$ cat src/core/sfd_pkg.sv
package sfd_pkg;

  // ---------------------------------------------------------------------------
  // register offsets (byte addresses, one word each)
  // ---------------------------------------------------------------------------
  localparam logic [7:0] OFF_FEATURE_SELECT = 8'h00;
  localparam logic [7:0] OFF_SECTOR_COUNT   = 8'h04;
  localparam logic [7:0] OFF_ADDR_LOW       = 8'h08;
  localparam logic [7:0] OFF_ADDR_MID       = 8'h0C;
  localparam logic [7:0] OFF_ADDR_HIGH      = 8'h10;
  localparam logic [7:0] OFF_DRIVE_SELECT   = 8'h14;
  localparam logic [7:0] OFF_COMMAND_CODE   = 8'h18;
  localparam logic [7:0] OFF_ERROR_FLAGS    = 8'h1C;
  localparam logic [7:0] OFF_STATUS         = 8'h20;
  localparam logic [7:0] OFF_SETTINGS       = 8'h24;

  // ---------------------------------------------------------------------------
  // command and subcommand codes
  // ---------------------------------------------------------------------------
  localparam logic [7:0] CMD_SERVICE      = 8'hA2;
  localparam logic [7:0] CMD_SET_FEATURES = 8'hEF;
  localparam logic [7:0] SUB_NARROW_ON    = 8'h01;
  localparam logic [7:0] SUB_WCACHE_ON    = 8'h02;
  localparam logic [7:0] SUB_XFER_MODE    = 8'h03;
  localparam logic [7:0] SUB_APM_ON       = 8'h05;
  localparam logic [7:0] SUB_LOOKAHEAD_OFF = 8'h55;
  localparam logic [7:0] SUB_REL_INT_ON   = 8'h5D;
  localparam logic [7:0] SUB_SVC_INT_ON   = 8'h5E;
  localparam logic [7:0] SUB_NARROW_OFF   = 8'h81;
  localparam logic [7:0] SUB_WCACHE_OFF   = 8'h82;
  localparam logic [7:0] SUB_APM_OFF      = 8'h85;
  localparam logic [7:0] SUB_LOOKAHEAD_ON = 8'hAA;
  localparam logic [7:0] SUB_REL_INT_OFF  = 8'hDD;
  localparam logic [7:0] SUB_SVC_INT_OFF  = 8'hDE;

  // ---------------------------------------------------------------------------
  // transfer mode types and power levels
  // ---------------------------------------------------------------------------
  localparam logic [4:0] XT_PIO_DEFAULT = 5'h00;
  localparam logic [4:0] XT_PIO_FLOW    = 5'h01;
  localparam logic [4:0] XT_MDMA        = 5'h04;
  localparam logic [4:0] XT_UDMA        = 5'h08;
  localparam logic [2:0] XM_DEFAULT     = 3'h0;
  localparam logic [2:0] XM_NO_FLOW     = 3'h1;
  localparam logic [2:0] PIO_FLOW_MIN   = 3'h3;
  localparam logic [7:0] APM_RSVD_LOW   = 8'h00;
  localparam logic [7:0] APM_RSVD_HIGH  = 8'hFF;
  localparam logic [7:0] APM_NO_STANDBY = 8'h80;

  // ---------------------------------------------------------------------------
  // device capabilities
  // ---------------------------------------------------------------------------
  localparam logic       CAP_NARROW     = 1'b1;
  localparam logic       CAP_FLOW_OFF   = 1'b1;
  localparam logic       CAP_APM_OFF    = 1'b1;
  localparam logic [2:0] CAP_PIO_MAX    = 3'h4;
  localparam logic [2:0] CAP_MDMA_MAX   = 3'h2;
  localparam logic [2:0] CAP_UDMA_MAX   = 3'h5;

  // ---------------------------------------------------------------------------
  // status and error bit positions
  // ---------------------------------------------------------------------------
  localparam int BIT_BUSY  = 7;
  localparam int BIT_READY = 6;
  localparam int BIT_FAULT = 5;
  localparam int BIT_SREQ  = 4;
  localparam int BIT_DREQ  = 3;
  localparam int BIT_ERR   = 0;
  localparam int BIT_ABORT = 2;
  localparam logic [7:0] ERR_ABORT = 8'h04;

  typedef enum {ST_IDLE, ST_EXEC, ST_FLUSH} sfd_state_e;

  typedef struct packed {
    logic       wcache_en;
    logic       narrow_en;
    logic       flow_en;
    logic [2:0] pio_mode;
    logic       mdma_en;
    logic [2:0] mdma_mode;
    logic       udma_en;
    logic [2:0] udma_mode;
    logic       apm_en;
    logic [7:0] apm_level;
    logic       rel_int_en;
    logic       svc_int_en;
    logic       lookahead_en;
  } sfd_feat_s;

  localparam sfd_feat_s FEAT_RST = '{
    wcache_en: 1'b1, narrow_en: 1'b0, flow_en: 1'b1, pio_mode: 3'h0,
    mdma_en: 1'b0, mdma_mode: 3'h0, udma_en: 1'b0, udma_mode: 3'h0,
    apm_en: 1'b0, apm_level: 8'hFE, rel_int_en: 1'b0, svc_int_en: 1'b0,
    lookahead_en: 1'b1};

endpackage : sfd_pkg

$ cat src/core/sfd_top.sv
// Operation
// - service only after release with service-request set
// - service resumes transfer or status of released command
// - set-features code in feature, params elsewhere
// - unsupported or invalid input aborts, abort flag
// - error completion: busy, data request clear, ready
// - write cache on/off; disable flushes before completion
// - narrow PIO only with compact-card support
// - sector count 7:3 type, 2:0 mode
// - transfer type codes; retired and reserved abort
// - 00h default PIO, 01h default without flow
// - ultra and multiword DMA mutually exclusive
// - flow control on for PIO mode three up
// - every mode up to and including family maximum accepted
// - power level from sector count on 05h
// - power level encoding, 00h and FFh reserved
// - level 80h or above forbids spin down
// - 85h disables power management or aborts
// - separate release and service interrupt enables
// - one look-ahead enable, 55h off AAh on
// - reserved and obsolete subcommands abort
// - service data request raises pending when enabled
// - bus release raises pending when enabled
module sfd_top (
  input  wire logic              hclk,
  input  wire logic              hresetn,
  input  wire logic              hsel,
  input  wire logic [31:0]       haddr,
  input  wire logic [1:0]        htrans,
  input  wire logic              hwrite,
  input  wire logic [2:0]        hsize,
  input  wire logic [31:0]       hwdata,
  input  wire logic              hready,
  output logic                   hreadyout,
  output logic                   hresp,
  output logic [31:0]            hrdata,
  input  wire logic              service_request_bit,
  input  wire logic              bus_release,
  input  wire logic              resume_has_data,
  input  wire logic              data_done,
  input  wire logic              dev_fault,
  input  wire logic              flush_done,
  output logic                   svc_resume,
  output logic                   flush_req,
  output sfd_pkg::sfd_feat_s     feat,
  output logic                   narrow_bus,
  output logic                   ready_flow_control_signal,
  output logic                   spin_down_ok,
  output logic                   int_pending
);
  import sfd_pkg::*;

  // ---------------------------------------------------------------------------
  // bus slave
  // ---------------------------------------------------------------------------
  logic       ap_take;
  logic       ap_hit;
  logic       dp_wr_r;
  logic [7:0] dp_addr_r;
  logic [31:0] hrdata_r;
  logic [31:0] rd_mux;
  logic       rd_status;

  assign ap_take   = hsel & htrans[1] & hready;
  assign ap_hit    = (haddr[31:8] == 24'h000000) & (haddr[1:0] == 2'h0);
  assign hreadyout = 1'b1;
  assign hresp     = 1'b0;
  assign hrdata    = hrdata_r;
  assign rd_status = ap_take & ~hwrite & ap_hit & (haddr[7:0] == OFF_STATUS);

  always_ff @(posedge hclk or negedge hresetn) begin
    if (!hresetn) begin
      dp_wr_r   <= 1'b0;
      dp_addr_r <= 8'h00;
      hrdata_r  <= 32'h00000000;
    end else begin
      dp_wr_r   <= ap_take & hwrite & ap_hit;
      dp_addr_r <= haddr[7:0];
      if (ap_take && !hwrite) begin
        hrdata_r <= ap_hit ? rd_mux : 32'h00000000;
      end
    end
  end

  // ---------------------------------------------------------------------------
  // task file registers
  // ---------------------------------------------------------------------------
  logic [7:0] feature_select_r;
  logic [7:0] sector_count_param_r;
  logic [7:0] addr_low_param_r;
  logic [7:0] addr_mid_param_r;
  logic [7:0] addr_high_param_r;
  logic [7:0] drive_select_r;
  logic [7:0] command_code_r;
  logic [7:0] error_flags_r;
  logic [7:0] status;
  sfd_state_e state_r;
  logic       cmd_start;
  logic       busy;

  assign busy      = (state_r != ST_IDLE);
  assign cmd_start = dp_wr_r & (dp_addr_r == OFF_COMMAND_CODE) & ~busy;

  always_ff @(posedge hclk or negedge hresetn) begin
    if (!hresetn) begin
      feature_select_r     <= 8'h00;
      sector_count_param_r <= 8'h00;
      addr_low_param_r     <= 8'h00;
      addr_mid_param_r     <= 8'h00;
      addr_high_param_r    <= 8'h00;
      drive_select_r       <= 8'h00;
    end else if (dp_wr_r) begin
      unique case (dp_addr_r)
        OFF_FEATURE_SELECT: feature_select_r     <= hwdata[7:0];
        OFF_SECTOR_COUNT:   sector_count_param_r <= hwdata[7:0];
        OFF_ADDR_LOW:       addr_low_param_r     <= hwdata[7:0];
        OFF_ADDR_MID:       addr_mid_param_r     <= hwdata[7:0];
        OFF_ADDR_HIGH:      addr_high_param_r    <= hwdata[7:0];
        OFF_DRIVE_SELECT:   drive_select_r       <= hwdata[7:0];
        default: ;
      endcase
    end
  end

  always_ff @(posedge hclk or negedge hresetn) begin
    if (!hresetn) begin
      command_code_r <= 8'h00;
    end else if (cmd_start) begin
      command_code_r <= hwdata[7:0];
    end
  end

  always_comb begin
    rd_mux = 32'h00000000;
    unique case (haddr[7:0])
      OFF_SECTOR_COUNT: rd_mux = {24'h000000, sector_count_param_r};
      OFF_ADDR_LOW:     rd_mux = {24'h000000, addr_low_param_r};
      OFF_ADDR_MID:     rd_mux = {24'h000000, addr_mid_param_r};
      OFF_ADDR_HIGH:    rd_mux = {24'h000000, addr_high_param_r};
      OFF_DRIVE_SELECT: rd_mux = {24'h000000, drive_select_r};
      OFF_ERROR_FLAGS:  rd_mux = {24'h000000, error_flags_r};
      OFF_STATUS:       rd_mux = {24'h000000, status};
      OFF_SETTINGS:     rd_mux = {6'h00, feat};
      default:          rd_mux = 32'h00000000;
    endcase
  end

  // ---------------------------------------------------------------------------
  // set-features decode
  // ---------------------------------------------------------------------------
  sfd_feat_s  feat_r;
  sfd_feat_s  feat_nxt;
  logic       sf_abort;
  logic       sf_flush;
  logic [4:0] xfer_type;
  logic [2:0] xfer_mode;

  assign xfer_type = sector_count_param_r[7:3];
  assign xfer_mode = sector_count_param_r[2:0];

  always_comb begin
    feat_nxt = feat_r;
    sf_abort = 1'b0;
    sf_flush = 1'b0;
    case (feature_select_r)
      SUB_WCACHE_ON:     feat_nxt.wcache_en = 1'b1;
      SUB_WCACHE_OFF:    sf_flush = 1'b1;
      SUB_NARROW_ON: begin
        feat_nxt.narrow_en = 1'b1;
        sf_abort = ~CAP_NARROW;
      end
      SUB_NARROW_OFF: begin
        feat_nxt.narrow_en = 1'b0;
        sf_abort = ~CAP_NARROW;
      end
      SUB_XFER_MODE: begin
        case (xfer_type)
          XT_PIO_DEFAULT: begin
            feat_nxt.pio_mode = 3'h0;
            if (xfer_mode == XM_DEFAULT) begin
              feat_nxt.flow_en = 1'b1;
            end else if (xfer_mode == XM_NO_FLOW && CAP_FLOW_OFF) begin
              feat_nxt.flow_en = 1'b0;
            end else begin
              sf_abort = 1'b1;
            end
          end
          XT_PIO_FLOW: begin
            feat_nxt.pio_mode = xfer_mode;
            feat_nxt.flow_en  = 1'b1;
            sf_abort = (xfer_mode > CAP_PIO_MAX);
          end
          XT_MDMA: begin
            feat_nxt.mdma_en   = 1'b1;
            feat_nxt.mdma_mode = xfer_mode;
            feat_nxt.udma_en   = 1'b0;
            sf_abort = (xfer_mode > CAP_MDMA_MAX);
          end
          XT_UDMA: begin
            feat_nxt.udma_en   = 1'b1;
            feat_nxt.udma_mode = xfer_mode;
            feat_nxt.mdma_en   = 1'b0;
            sf_abort = (xfer_mode > CAP_UDMA_MAX);
          end
          default: sf_abort = 1'b1;
        endcase
      end
      SUB_APM_ON: begin
        feat_nxt.apm_en    = 1'b1;
        feat_nxt.apm_level = sector_count_param_r;
        sf_abort = (sector_count_param_r == APM_RSVD_LOW) |
                   (sector_count_param_r == APM_RSVD_HIGH);
      end
      SUB_APM_OFF: begin
        feat_nxt.apm_en = 1'b0;
        sf_abort = ~CAP_APM_OFF;
      end
      SUB_REL_INT_ON:    feat_nxt.rel_int_en   = 1'b1;
      SUB_REL_INT_OFF:   feat_nxt.rel_int_en   = 1'b0;
      SUB_SVC_INT_ON:    feat_nxt.svc_int_en   = 1'b1;
      SUB_SVC_INT_OFF:   feat_nxt.svc_int_en   = 1'b0;
      SUB_LOOKAHEAD_ON:  feat_nxt.lookahead_en = 1'b1;
      SUB_LOOKAHEAD_OFF: feat_nxt.lookahead_en = 1'b0;
      default:           sf_abort = 1'b1;
    endcase
  end

  // ---------------------------------------------------------------------------
  // command sequencer
  // ---------------------------------------------------------------------------
  logic exec_abort;
  logic exec_done;
  logic svc_ok;
  logic svc_dreq;
  logic flush_fin;

  assign svc_ok     = (command_code_r == CMD_SERVICE) & service_request_bit;
  assign svc_dreq   = svc_ok & resume_has_data;
  assign exec_abort = (state_r == ST_EXEC) &
                      ((command_code_r == CMD_SET_FEATURES) ? sf_abort : ~svc_ok);
  assign exec_done  = (state_r == ST_EXEC) &
                      ~((command_code_r == CMD_SET_FEATURES) & sf_flush & ~sf_abort);
  assign flush_fin  = (state_r == ST_FLUSH) & flush_done;

  always_ff @(posedge hclk or negedge hresetn) begin
    if (!hresetn) begin
      state_r <= ST_IDLE;
    end else begin
      unique case (state_r)
        ST_IDLE:  if (cmd_start) state_r <= ST_EXEC;
        ST_EXEC:  state_r <= exec_done ? ST_IDLE : ST_FLUSH;
        ST_FLUSH: if (flush_done) state_r <= ST_IDLE;
      endcase
    end
  end

  always_ff @(posedge hclk or negedge hresetn) begin
    if (!hresetn) begin
      feat_r <= FEAT_RST;
    end else if (flush_fin) begin
      feat_r.wcache_en <= 1'b0;
    end else if (exec_done && !exec_abort && command_code_r == CMD_SET_FEATURES) begin
      feat_r <= feat_nxt;
    end
  end

  always_ff @(posedge hclk or negedge hresetn) begin
    if (!hresetn) begin
      error_flags_r <= 8'h00;
    end else if (cmd_start) begin
      error_flags_r <= 8'h00;
    end else if (exec_done) begin
      error_flags_r <= exec_abort ? ERR_ABORT : 8'h00;
    end
  end

  logic dreq_r;
  logic svc_resume_r;

  always_ff @(posedge hclk or negedge hresetn) begin
    if (!hresetn) begin
      dreq_r       <= 1'b0;
      svc_resume_r <= 1'b0;
    end else begin
      svc_resume_r <= (state_r == ST_EXEC) & svc_ok;
      if (exec_done && svc_dreq) begin
        dreq_r <= 1'b1;
      end else if (exec_abort || data_done) begin
        dreq_r <= 1'b0;
      end
    end
  end

  // ---------------------------------------------------------------------------
  // interrupt pending, cleared by a status read
  // ---------------------------------------------------------------------------
  logic int_set;
  logic int_pending_r;

  assign int_set = (bus_release & feat_r.rel_int_en) |
                   (exec_done & svc_dreq & feat_r.svc_int_en) |
                   (exec_done & ~svc_dreq) | flush_fin;

  always_ff @(posedge hclk or negedge hresetn) begin
    if (!hresetn) begin
      int_pending_r <= 1'b0;
    end else if (int_set) begin
      int_pending_r <= 1'b1;
    end else if (rd_status) begin
      int_pending_r <= 1'b0;
    end
  end

  // ---------------------------------------------------------------------------
  // status and outputs
  // ---------------------------------------------------------------------------
  assign status[BIT_BUSY]  = busy;
  assign status[BIT_READY] = 1'b1;
  assign status[BIT_FAULT] = dev_fault;
  assign status[BIT_SREQ]  = service_request_bit;
  assign status[BIT_DREQ]  = dreq_r;
  assign status[2:1]       = 2'h0;
  assign status[BIT_ERR]   = |error_flags_r;

  assign feat         = feat_r;
  assign svc_resume   = svc_resume_r;
  assign flush_req    = (state_r == ST_FLUSH);
  assign narrow_bus   = feat_r.narrow_en;
  assign ready_flow_control_signal = feat_r.flow_en | (feat_r.pio_mode >= PIO_FLOW_MIN);
  assign spin_down_ok = ~(feat_r.apm_en & (feat_r.apm_level >= APM_NO_STANDBY));
  assign int_pending  = int_pending_r;
endmodule : sfd_top

$ cat config.mk
export PLATFORM = sky130hd
export DESIGN_NAME = sfd_top
export DESIGN_NICKNAME = d
export VERILOG_FILES = /design/src/core/sfd_pkg.sv /design/src/core/sfd_top.sv
export SDC_FILE = /design/constraint.sdc
export NUM_CORES = 1
export LEC_CHECK = 0
export BUFFER_PORTS_ARGS = -buffer_cell sky130_fd_sc_hd__buf_2
export CAP_MARGIN = 10
export CORE_ASPECT_RATIO = 1.25
export CORE_MARGIN = 2
export CORE_UTILIZATION = 40
export CTS_BUF_LIST = sky130_fd_sc_hd__clkbuf_2
export DETAILED_ROUTE_END_ITERATION = 6
export GPL_TIMING_DRIVEN = 0
export PLACE_DENSITY = 0.68
export SYNTH_ARGS = -nofsm -noshare
export SYNTH_HDL_FRONTEND = slang
export SYNTH_SLANG_ARGS = --single-unit
$ cat constraint.sdc
create_clock -name hclk -period 4.9 [get_ports hclk]
set_input_delay 0.245 -clock hclk [delete_from_list [all_inputs] [get_ports hclk]]
set_output_delay 0.245 -clock hclk [all_outputs]
set_load 0.1 [all_outputs]
==> reports/metrics.cfg, run 1 <==
[power_and_ir_drop]
p_sw_share_pct=24.6
switchingPower_w=0.000477
seq_power_share_pct=53.5
intPower_w=0.00146
power_leakage_nw=3.51
p_clk_share_pct=39.5
power_density_nw_per_um2=271
ir_worst_vdd_v=0.000153
combinationalPowerShare_pct=7.1

[synth]
netlist_instances=477
synth-seq-cells=123
synthFlopType=dfrtp_1
ys.warnings.count=0
ys_types=73
synth-edff-count=0
netlist.area_leader.share_pct=48.8
synthArstFlopShare_pct=100
yosysTopAreaCell=dfrtp_1
post_synth.cell_area_avg_sq_um=12.1
yosysMostFrequentCell=dfrtp_1
synth_area_leaders=dfrtp_1 49%, mux2_2 12%, dfstp_2 4.5%
yosysSeqAreaShare_pct=53.4
synth_area_sq_um=5790
synth_top_cells_by_count=113 x dfrtp_1, 64 x mux2_2, 29 x nand2_1, 24 x nor2_1, 21 x a22o_1

[grt]
grt_max_degree=76
grt_usage_pct=19.5
grt_pass1_vias=4485
overflow=0
antenna_found_initial=1
grt_pass1_wl_mm=23.6

[placement]
dp_hpwl_mm=10.8
placed_area_sq_um=6610
dp.cells=771
gp_congestion=0.928
port-buffer-count=109

[clock_tree]
post_cts_resized=0
clkTransAtPathRegs_ps=190
cts_tree=built
cts_hold_buf=25
cts.sinks=123
cts_root_buffer=clkbuf_2
cts_setup_buffers=0
cts.path.max_buffers=2
cts.htree.levels=4
worstSkewPairLatency_ps=700
cts_buffers=17

[critical_path]
r2r_end=dreq_r
cp_slowest_cell=nor4_1
crit_family=simple AND/OR/NAND/NOR gates
cp.arrival_ps=3260
cp.required_ps=5500
start_kind=flip-flop
rr_startpoint=sector_count_param_r[4]
worstSetupPathType=reg -> reg
critical_path.max_fanout=7
path_cells=nor4_1 > nor3b_1 > o21ai_0 > o2111ai_2 > a21oi_1 > a31o_2 > dlygate4sd3_1
crit_buf_inv=1
reg2reg_depth=7
r2r_slack_ps=2250
critPathCaptureType=flip-flop
slowest_delay_ps=560

[detailed_routing]
vias=4484
firstDrtPassIters=5
post_drt_wl_per_cell_um=17.6
viasPerCell=5.41
drc=0
drt_wl_total_mm=14.6
drtIter0Drc=256
antenna_left=0

[floorplanning]
chipHeight_um=139
core_sq_um=14300
die_w_um=112
io_pins=146
start_util_pct=40.5
rows=49
die_area_sq_um=15500

[run_status]
status=complete, no violations

[final_layout]
n_fill_cell=1290
syn_to_final_growth_pct=23.6
largest_reg_flops=26
nNetsFinal=720
final_area_sq_um=7160
final_cells=829
drive_above_1_share_pct=39.4

[timing]
finClkSkew_ps=23.9
worstMarginPinSlew_ps=1070
timing.final.max_slew_violations=0
finalSetupViolCount=0
slew_headroom_pct=28.2
period_needed_ps=2650
fmax_mhz=377
final.setup.tns_ps=0
hold_violations=0
rsz0062_at_grt=no
finalCritPeriodShare_pct=54.2

[min_path]
hp-class=in -> async

[flow_run]
cap_viol_max_count=0

[layout make-up]
class	instances	area [sq um]	share of cell area (%)
clock inverter	14	201	2.81
antenna	1	2.50	0.0350
sequential	123	3090	43.2
timing repair buffer	135	830	11.6
inverter	13	48.8	0.682
multi-input combinational	318	2480	34.7
clock buffer	18	90.1	1.26
tap	178	223	3.11
buffer	29	190	2.66
[worst max-delay path by stage]
stage,startpoint,endpoint,slack (ps),depth (start not counted)
6_report,sector_count_param_r[4],dreq_r,2250,7
5_1_grt,sector_count_param_r[4],dreq_r,2100,7
4_1_cts,sector_count_param_r[4],dreq_r,2300,7
3_5_place_dp,haddr[1],hrdata[2],2440,7
3_3_place_gp,hresetn,hrdata[3],2120,1
2_1_floorplan,state_r[0],feat[3],2350,8
[worst reg2reg max path, delay by kind of cell (launching register included)]
kind / cells / cell delay, ps
simple gates: 2 / 820
flops: 1 / 520
compound gates: 4 / 660
buf+inv: 1 / 550
[cell usage in the layout (no fill, tap or decap), types with 6 or more instances in the layout]
master and instances:
mux2_2 64, nand2_1 29, and3_1 7, dfrtp_1 113, nor4_1 7, buf_4 10, nand4_1 7, a21o_1 7
mux2i_1 12, buf_2 111, conb_1 8, a22o_1 21, nor3_1 6, o21ai_0 19, a21oi_1 10, o22ai_1 7
a221oi_1 6, nand2b_1 9, nor2_1 24, dlygate4sd3_1 25, clkbuf_1 10, inv_1 13, dfstp_2 10, nand3_1 10
clkbuf_2 19
[per-layer routing]
layer,part of all wire [%],wire (um),vias up,track usage [%]
li1,-,-,2074,-
met1,41,5980,2225,23.1
met2,52,7600,151,34.3
met3,4.9,715,34,4.52
met4,2.3,333,0,7.34
met5,0,0,-,0
[metrics by stage]
stage	utilization (%)	hold WS (ps)	setup slack (ps)	power [W]
global route	50.1	4.66	2100	0.00201
detailed placement	46.3	211	2440	0.00118
CTS	50.1	16.7	2300	0.00195
finish	50.1	26.4	2250	0.00194
floorplan	-	-50.6	2350	0.00111
global placement	46.1	397	2120	0.00117
[power by group through the flow]
stage / clock (W) / combinational [W] / sequential, W
5_1_grt: 0.000826 / 0.000148 / 0.00104
3_3_place_gp: 0 / 0.000117 / 0.00105
2_1_floorplan: 0 / 0.0000607 / 0.00105
4_1_cts: 0.000780 / 0.000138 / 0.00104
3_5_place_dp: 0 / 0.000124 / 0.00105
6_report: 0.000765 / 0.000137 / 0.00104
[cell families (layout without fill, tap and decap cells)]
group	Yosys count	count (layout)	share of synthesized area (%)
other	2	9	0.130
buffers and inverters	42	209	4.13
adders and majority gates	4	4	0.843
DFF	123	123	53.4
muxes	78	78	15.0
and+or+nand+nor	131	131	14.0
AOI/OAI and AO/OA	97	97	12.5
No activity file was read; power rests on OpenSTA's default activity.
==> inputs of run 2 (changes only) <==
--- a/config.mk
+++ b/config.mk
@@ -13,7 +13,7 @@
 export CTS_BUF_LIST = sky130_fd_sc_hd__clkbuf_2
 export DETAILED_ROUTE_END_ITERATION = 6
 export GPL_TIMING_DRIVEN = 0
-export PLACE_DENSITY = 0.68
+export PLACE_DENSITY = 0.7
 export SYNTH_ARGS = -nofsm -noshare
 export SYNTH_HDL_FRONTEND = slang
 export SYNTH_SLANG_ARGS = --single-unit
==> constraint.sdc (replaced) <==
create_clock -name hclk -period 2.36 [get_ports hclk]
set_input_delay 0.118 -clock hclk [delete_from_list [all_inputs] [get_ports hclk]]
set_output_delay 0.118 -clock hclk [all_outputs]
set_load 0.1 [all_outputs]
==> reports/metrics.cfg, run 2 (synthesized netlist as in run 1, its figures left out) <==
[floorplanning]
die_area_sq_um=15500  ; unchanged
io_pins=146  ; unchanged
die_w_um=112  ; unchanged
core_sq_um=14300  ; unchanged
start_util_pct=40.5  ; unchanged
rows=49  ; unchanged
chipHeight_um=139  ; unchanged

[timing]
rsz0062_at_grt=no
hold_violations=0  ; unchanged
period_needed_ps=2280  ; -379 ps
finalCritPeriodShare_pct=96.4  ; +42 points
finalSetupViolCount=0  ; unchanged
slew_headroom_pct=31.2  ; +3.0 points
timing.final.max_slew_violations=0  ; unchanged
fmax_mhz=439  ; +17%
finClkSkew_ps=36.7  ; +12.8 ps
worstMarginPinSlew_ps=1020  ; -44.3 ps

[detailed_routing]
drt_wl_total_mm=15.0  ; +2.6%
drtIter0Drc=266  ; +3.9%
antenna_left=0  ; unchanged
vias=4630  ; +3.3%
viasPerCell=5.53  ; +2.3%
firstDrtPassIters=5  ; unchanged
drc=0  ; unchanged
post_drt_wl_per_cell_um=17.9  ; +1.6%

[placement]
dp_hpwl_mm=10.8  ; -0.28%
port-buffer-count=109  ; unchanged
gp_congestion=0.956  ; +3.0%
placed_area_sq_um=6620  ; about the same

[grt]
antenna_found_initial=0  ; -1
grt_usage_pct=19.8  ; +0.28 points
grt_pass1_wl_mm=24.3  ; +3.0%
overflow=0  ; unchanged
grt_pass1_vias=4690  ; +4.6%
grt_max_degree=82  ; +7.9%

[final_layout]
final_area_sq_um=7250  ; +1.3%
diodes=0  ; -1
drive_above_1_share_pct=40.8  ; +1.4 points
final_common_cell=dfrtp_1
final_util_pct=50.8  ; +0.67 points
final_cell_mix=113 x dfrtp_1, 111 x buf_2, 64 x mux2_2, 29 x nand2_1, 26 x dlygate4sd3_1
largest_reg_flops=26  ; unchanged
syn_to_final_growth_pct=25.3
nNetsFinal=729  ; +1.3%

[clock_tree]
cts.path.max_buffers=2  ; unchanged
cts_tree=built
cts.htree.levels=4  ; unchanged
cts.sinks=123  ; unchanged
clkTransAtPathRegs_ps=190  ; about the same
cts_buffers=17  ; unchanged
worstSkewPairLatency_ps=740  ; +40 ps
cts_root_buffer=clkbuf_2

[min_path]
hp-class=in -> reg

[critical_path]
start_kind=flip-flop
critical_path.max_fanout=7  ; unchanged
worstSetupPathType=reg -> reg
cp.arrival_ps=2920  ; -340 ps
critPathCaptureType=flip-flop
cp.required_ps=3000  ; -2500 ps

[power_and_ir_drop]
ir_worst_vdd_v=0.000265  ; +73%
power_leakage_nw=3.55  ; +1.3%
power_density_nw_per_um2=536  ; +98%

[run_status]
status=complete, no violations

[flow_run]
cap_viol_max_count=0  ; unchanged

-- run 2: cell types whose count changed in the layout (fill, tap and decap cells not counted), moves of 2 or more --
cell / change
bufinv_16: -2
clkinv_1: -3
clkinv_4: +3
buf_12: +2
buf_4: +6
inv_6: +2
-- run 2: power breakdown --
part / internal (W) / leakage [nW] / switching [W]
Combinational: 0.000112 / 1.83 / 0.000181
Sequential: 0.00214 / 1.57 / 0.0000146
Clock: 0.000599 / 0.151 / 0.000843
-- run 2: worst paths after layout --
| check | startpoint | cells past startpoint | to | slack, ps |
|---|---|---|---|---|
| worst max-delay path | sector_count_param_r[4] | 7 | feat[3] | 80 |
| worst min-delay path | dev_fault | 6 | hrdata[5] | 40 |
| worst max register to register | sector_count_param_r[4] | 7 | feat[3] | 80 |
| worst min register to register | hrdata[2] | 1 | hrdata[2] | 510 |
| max in group asynchronous | hresetn | 4 | feat[4] | 1440 |
| min in group asynchronous | hresetn | 3 | feat[23] | 450 |
-- run 2: final cells by class --
class / instances / area, sq um
plain buffers: 29 / 190
repair buffers: 144 / 925
flip-flops and latches: 123 / 3090
clock inverters: 14 / 171
clock buffers: 18 / 90.1
well taps: 178 / 223
inverters: 13 / 48.8
fillers: 1292 / 7030
multi-input cells: 318 / 2520
-- run 2: worst max-delay path, stage by stage, from the launching register on --
cell and delay (ps):
dfrtp_1 620, nor4_4 120, nor3b_1 160, o21ai_0 370, o2111ai_4 230, a21oi_4 230, buf_12 140, mux2_2 320
-- run 2: what timing repair did --
item	4_1_cts	5_1_grt
setup buffers	2	5
endpoints found under the hold margin	193	0
hold buffers	27	0
gates resized for setup	0	4
gates cloned	0	0
setup endpoints to repair	1	15
pin swaps	1	4
-- run 2: metrics by stage --
step	std cells	setup TNS (ps)	hold WS (ps)	total power [W]	setup WS [ps]
6_report	837	0	38.8	0.00389	83.9
3_3_place_gp	770	-30060	269	0.00243	-276
3_5_place_dp	771	-13.7	61.5	0.00245	-13.7
2_1_floorplan	483	0	-178	0.00231	181
4_1_cts	832	0	16.9	0.00391	31.7
5_1_grt	837	0	72.9	0.00402	2.43
-- run 2: per-layer routing --
| layer | up-vias | share of wire, % | GRT usage, % |
|---|---|---|---|
| met3 | 33 | 5.3 | 4.52 |
| met1 | 2322 | 41 | 23.7 |
| met4 | 0 | 2.6 | 7.47 |
| met2 | 164 | 51 | 34.6 |
| met5 | - | 0 | 0 |
| li1 | 2111 | - | - |
==> inputs of run 3 (changes only) <==
--- a/config.mk
+++ b/config.mk
@@ -5,6 +5,7 @@
 export SDC_FILE = /design/constraint.sdc
 export NUM_CORES = 1
 export LEC_CHECK = 0
+export ABC_AREA = 1
 export BUFFER_PORTS_ARGS = -buffer_cell sky130_fd_sc_hd__buf_2
 export CAP_MARGIN = 10
 export CORE_ASPECT_RATIO = 1.25
==> reports/metrics.cfg, run 3 <==
[run_status]
status=complete, no violations

[placement]
dp_hpwl_mm=12.9  ; +20%
gp_congestion=0.916  ; -4.2%
placed_area_sq_um=6840  ; +3.3%
post-place-ws_ps=-9.54  ; +4.18 ps
port-buffer-count=108  ; -0.92%

[synth]
synth-edff-count=0  ; unchanged
ys_types=41  ; -44%
synthArstFlopShare_pct=100  ; unchanged
netlist.area_leader.share_pct=47.1  ; -1.8 points
synth_area_sq_um=6010  ; +3.7%
yosysMostFrequentCell=nand2_1
synth-seq-cells=123  ; unchanged
post_synth.cell_area_avg_sq_um=8.13  ; -33%
synth_top_cells_by_count=200 x nand2_1, 113 x dfrtp_1, 108 x o21ai_0, 78 x inv_1, 56 x nor2_1
ys.warnings.count=0  ; unchanged
synth_area_leaders=dfrtp_1 47%, nand2_1 13%, o21ai_0 9.0%
yosysTopAreaCell=dfrtp_1
yosysSeqAreaShare_pct=51.5  ; -1.9 points
synthFlopType=dfrtp_1
netlist_instances=739  ; +55%

[flow_run]
cap_viol_max_count=0  ; unchanged

[min_path]
hp-class=in -> reg
min-delay-start=haddr[26]
hold_end=hrdata[4]
hold_path_depth=7  ; +1

[clock_tree]
worstSkewPairLatency_ps=700  ; -40 ps
cts.path.max_buffers=2  ; unchanged
cts_tree=built
cts.sinks=123  ; unchanged
clkTransAtPathRegs_ps=180  ; about the same
cts.htree.levels=4  ; unchanged
cts_buffers=17  ; unchanged
cts_root_buffer=clkbuf_2

[final_layout]
n_fill_cell=1478  ; +14%
syn_to_final_growth_pct=24.6
final_common_cell=nand2_1
drive_above_1_share_pct=20.2  ; -21 points
largest_reg_flops=26  ; unchanged
final_cell_mix=198 x nand2_1, 112 x buf_2, 111 x dfrtp_1, 108 x o21ai_0, 78 x inv_1
final_area_sq_um=7480  ; +3.1%
nNetsFinal=992  ; +36%

[grt]
grt_max_degree=68  ; -17%
overflow=0  ; unchanged
grt_usage_pct=22.5  ; +2.8 points
grt_pass1_vias=5622  ; +20%
antenna_found_initial=1  ; +1
grt_pass1_wl_mm=28.4  ; +17%

[detailed_routing]
viasPerCell=5.14  ; -7.1%
vias=5675  ; +23%
firstDrtPassIters=6  ; +1
wl_met2_mm=9.09  ; +18%
drc=0  ; unchanged
dr_wl_met3_um=776  ; -2.8%
top_layer=met4
antenna_left=0  ; unchanged
post_drt_wl_per_cell_um=15.9  ; -11%
m1WireLength_mm=7.00  ; +14%
drtIter0Drc=410  ; +54%
drt_wl_total_mm=17.6  ; +17%

[critical_path]
crit_start=dp_addr_r[1]
worstSetupPathType=reg -> reg
critical_path.max_fanout=10  ; +3
rr_startpoint=dp_addr_r[1]
cp.required_ps=2980  ; -20 ps
cp.arrival_ps=2800  ; -120 ps
critPathCaptureType=flip-flop
reg2reg_depth=5  ; -2
start_kind=flip-flop
r2r_end=command_code_r[2]
r2r_slack_ps=190  ; +100 ps

[timing]
finalCritPeriodShare_pct=92.1  ; -4.4 points
finClkSkew_ps=28.5  ; -8.20 ps
worstMarginPinSlew_ps=600  ; -425 ps
slew_headroom_pct=59.7  ; +29 points
fmax_mhz=460  ; +4.7%
hold_slack_ps=39.8  ; +1.01 ps
period_needed_ps=2170  ; -103 ps
hold_violations=0  ; unchanged
rsz0062_at_grt=no
timing.final.max_slew_violations=0  ; unchanged
setup_ws_ps=187  ; +103 ps
finalSetupViolCount=0  ; unchanged

[floorplanning]
chipHeight_um=141  ; +1.8%
die_area_sq_um=16000  ; +3.6%
die_w_um=114  ; +1.8%
start_util_pct=40.5  ; about the same
core_sq_um=14800  ; +3.8%
rows=50  ; +2.0%
io_pins=146  ; unchanged

[power_and_ir_drop]
ir_worst_vdd_v=0.000221  ; -17%
finalPower_w=0.00383  ; -1.6%
power_density_nw_per_um2=511  ; -4.6%
power_leakage_nw=3.96  ; +12%

## run 3: cell types whose count changed after synthesis, sizes merged, moves of 8 or more
cell and change:
inv +65, mux2 -66, nor2 +33, mux2i -12, o31ai +10, nand3 +22
a22o -20, o21ai +90, and3 -8, nor3 +8, nand2 +172, nand2b -9
o21bai +17
## run 3: worst max-delay path by stage
stage	slack, ps	cells after the start	end
after global routing	7	14	feat[9]
after CTS	60	10	hrdata[12]
after detailed placement	-10	10	hrdata[3]
after global placement	-770	1	feat[21]
final	190	5	command_code_r[2]
after floorplan	10	10	feat[23]
## run 3: layer usage
layer	track usage, %	up-vias
li1	-	2751
met5	0	-
met3	3.70	47
met4	10.6	0
met2	40.4	207
met1	26.1	2670
## run 3: timing repair
item,CTS,global route
hold buffers,32,0
resized for setup,0,12
setup buffers,0,4
hold endpoints to repair,203,0
endpoints found under the setup margin,0,40
## run 3: layout make-up
| class | count | area [sq um] | area share (%) |
|---|---|---|---|
| well taps | 182 | 228 | 3.04 |
| inverters | 80 | 300 | 4.01 |
| clock inverters | 12 | 154 | 2.06 |
| diodes | 1 | 2.50 | 0.0335 |
| clock buffers | 19 | 95.1 | 1.27 |
| plain buffers | 31 | 165 | 2.21 |
| multi-input cells | 511 | 2500 | 33.4 |
| flip-flops and latches | 123 | 3100 | 41.4 |
| repair buffers | 145 | 942 | 12.6 |
## run 3: per-stage QoR
stage / std cells / TNS (ps) / util, %
floorplan: 745 / 0 / -
global placement: 1035 / -42940 / 45.9
detailed placement: 1036 / -9.54 / 46.1
CTS: 1099 / 0 / 50.1
global route: 1104 / 0 / 50.5
finish: 1104 / 0 / 50.5
## run 3: critical path, cell delays in order, from the launching register on
cell      delay [ps]
dfrtp_1          390
or2_2            330
nor3_1           480
nand3_1          410
clkbuf_1         290
o21ai_0          210
## run 3: logic make-up after synthesis
kind of cell / share of synthesized area, %
buf+inv: 7.71
simple gates: 24.4
compound gates: 15.7
flops: 51.5
other cells: 0.125
fa+ha+maj: 0.625
## run 3: power by group
part / leakage, nW / switching (W) / internal, W / total [W]
logic: 2.50 / 0.000170 / 0.0000897 / 0.000259
registers: 1.31 / 0.00000394 / 0.00212 / 0.00212
clock network: 0.155 / 0.000768 / 0.000678 / 0.00145
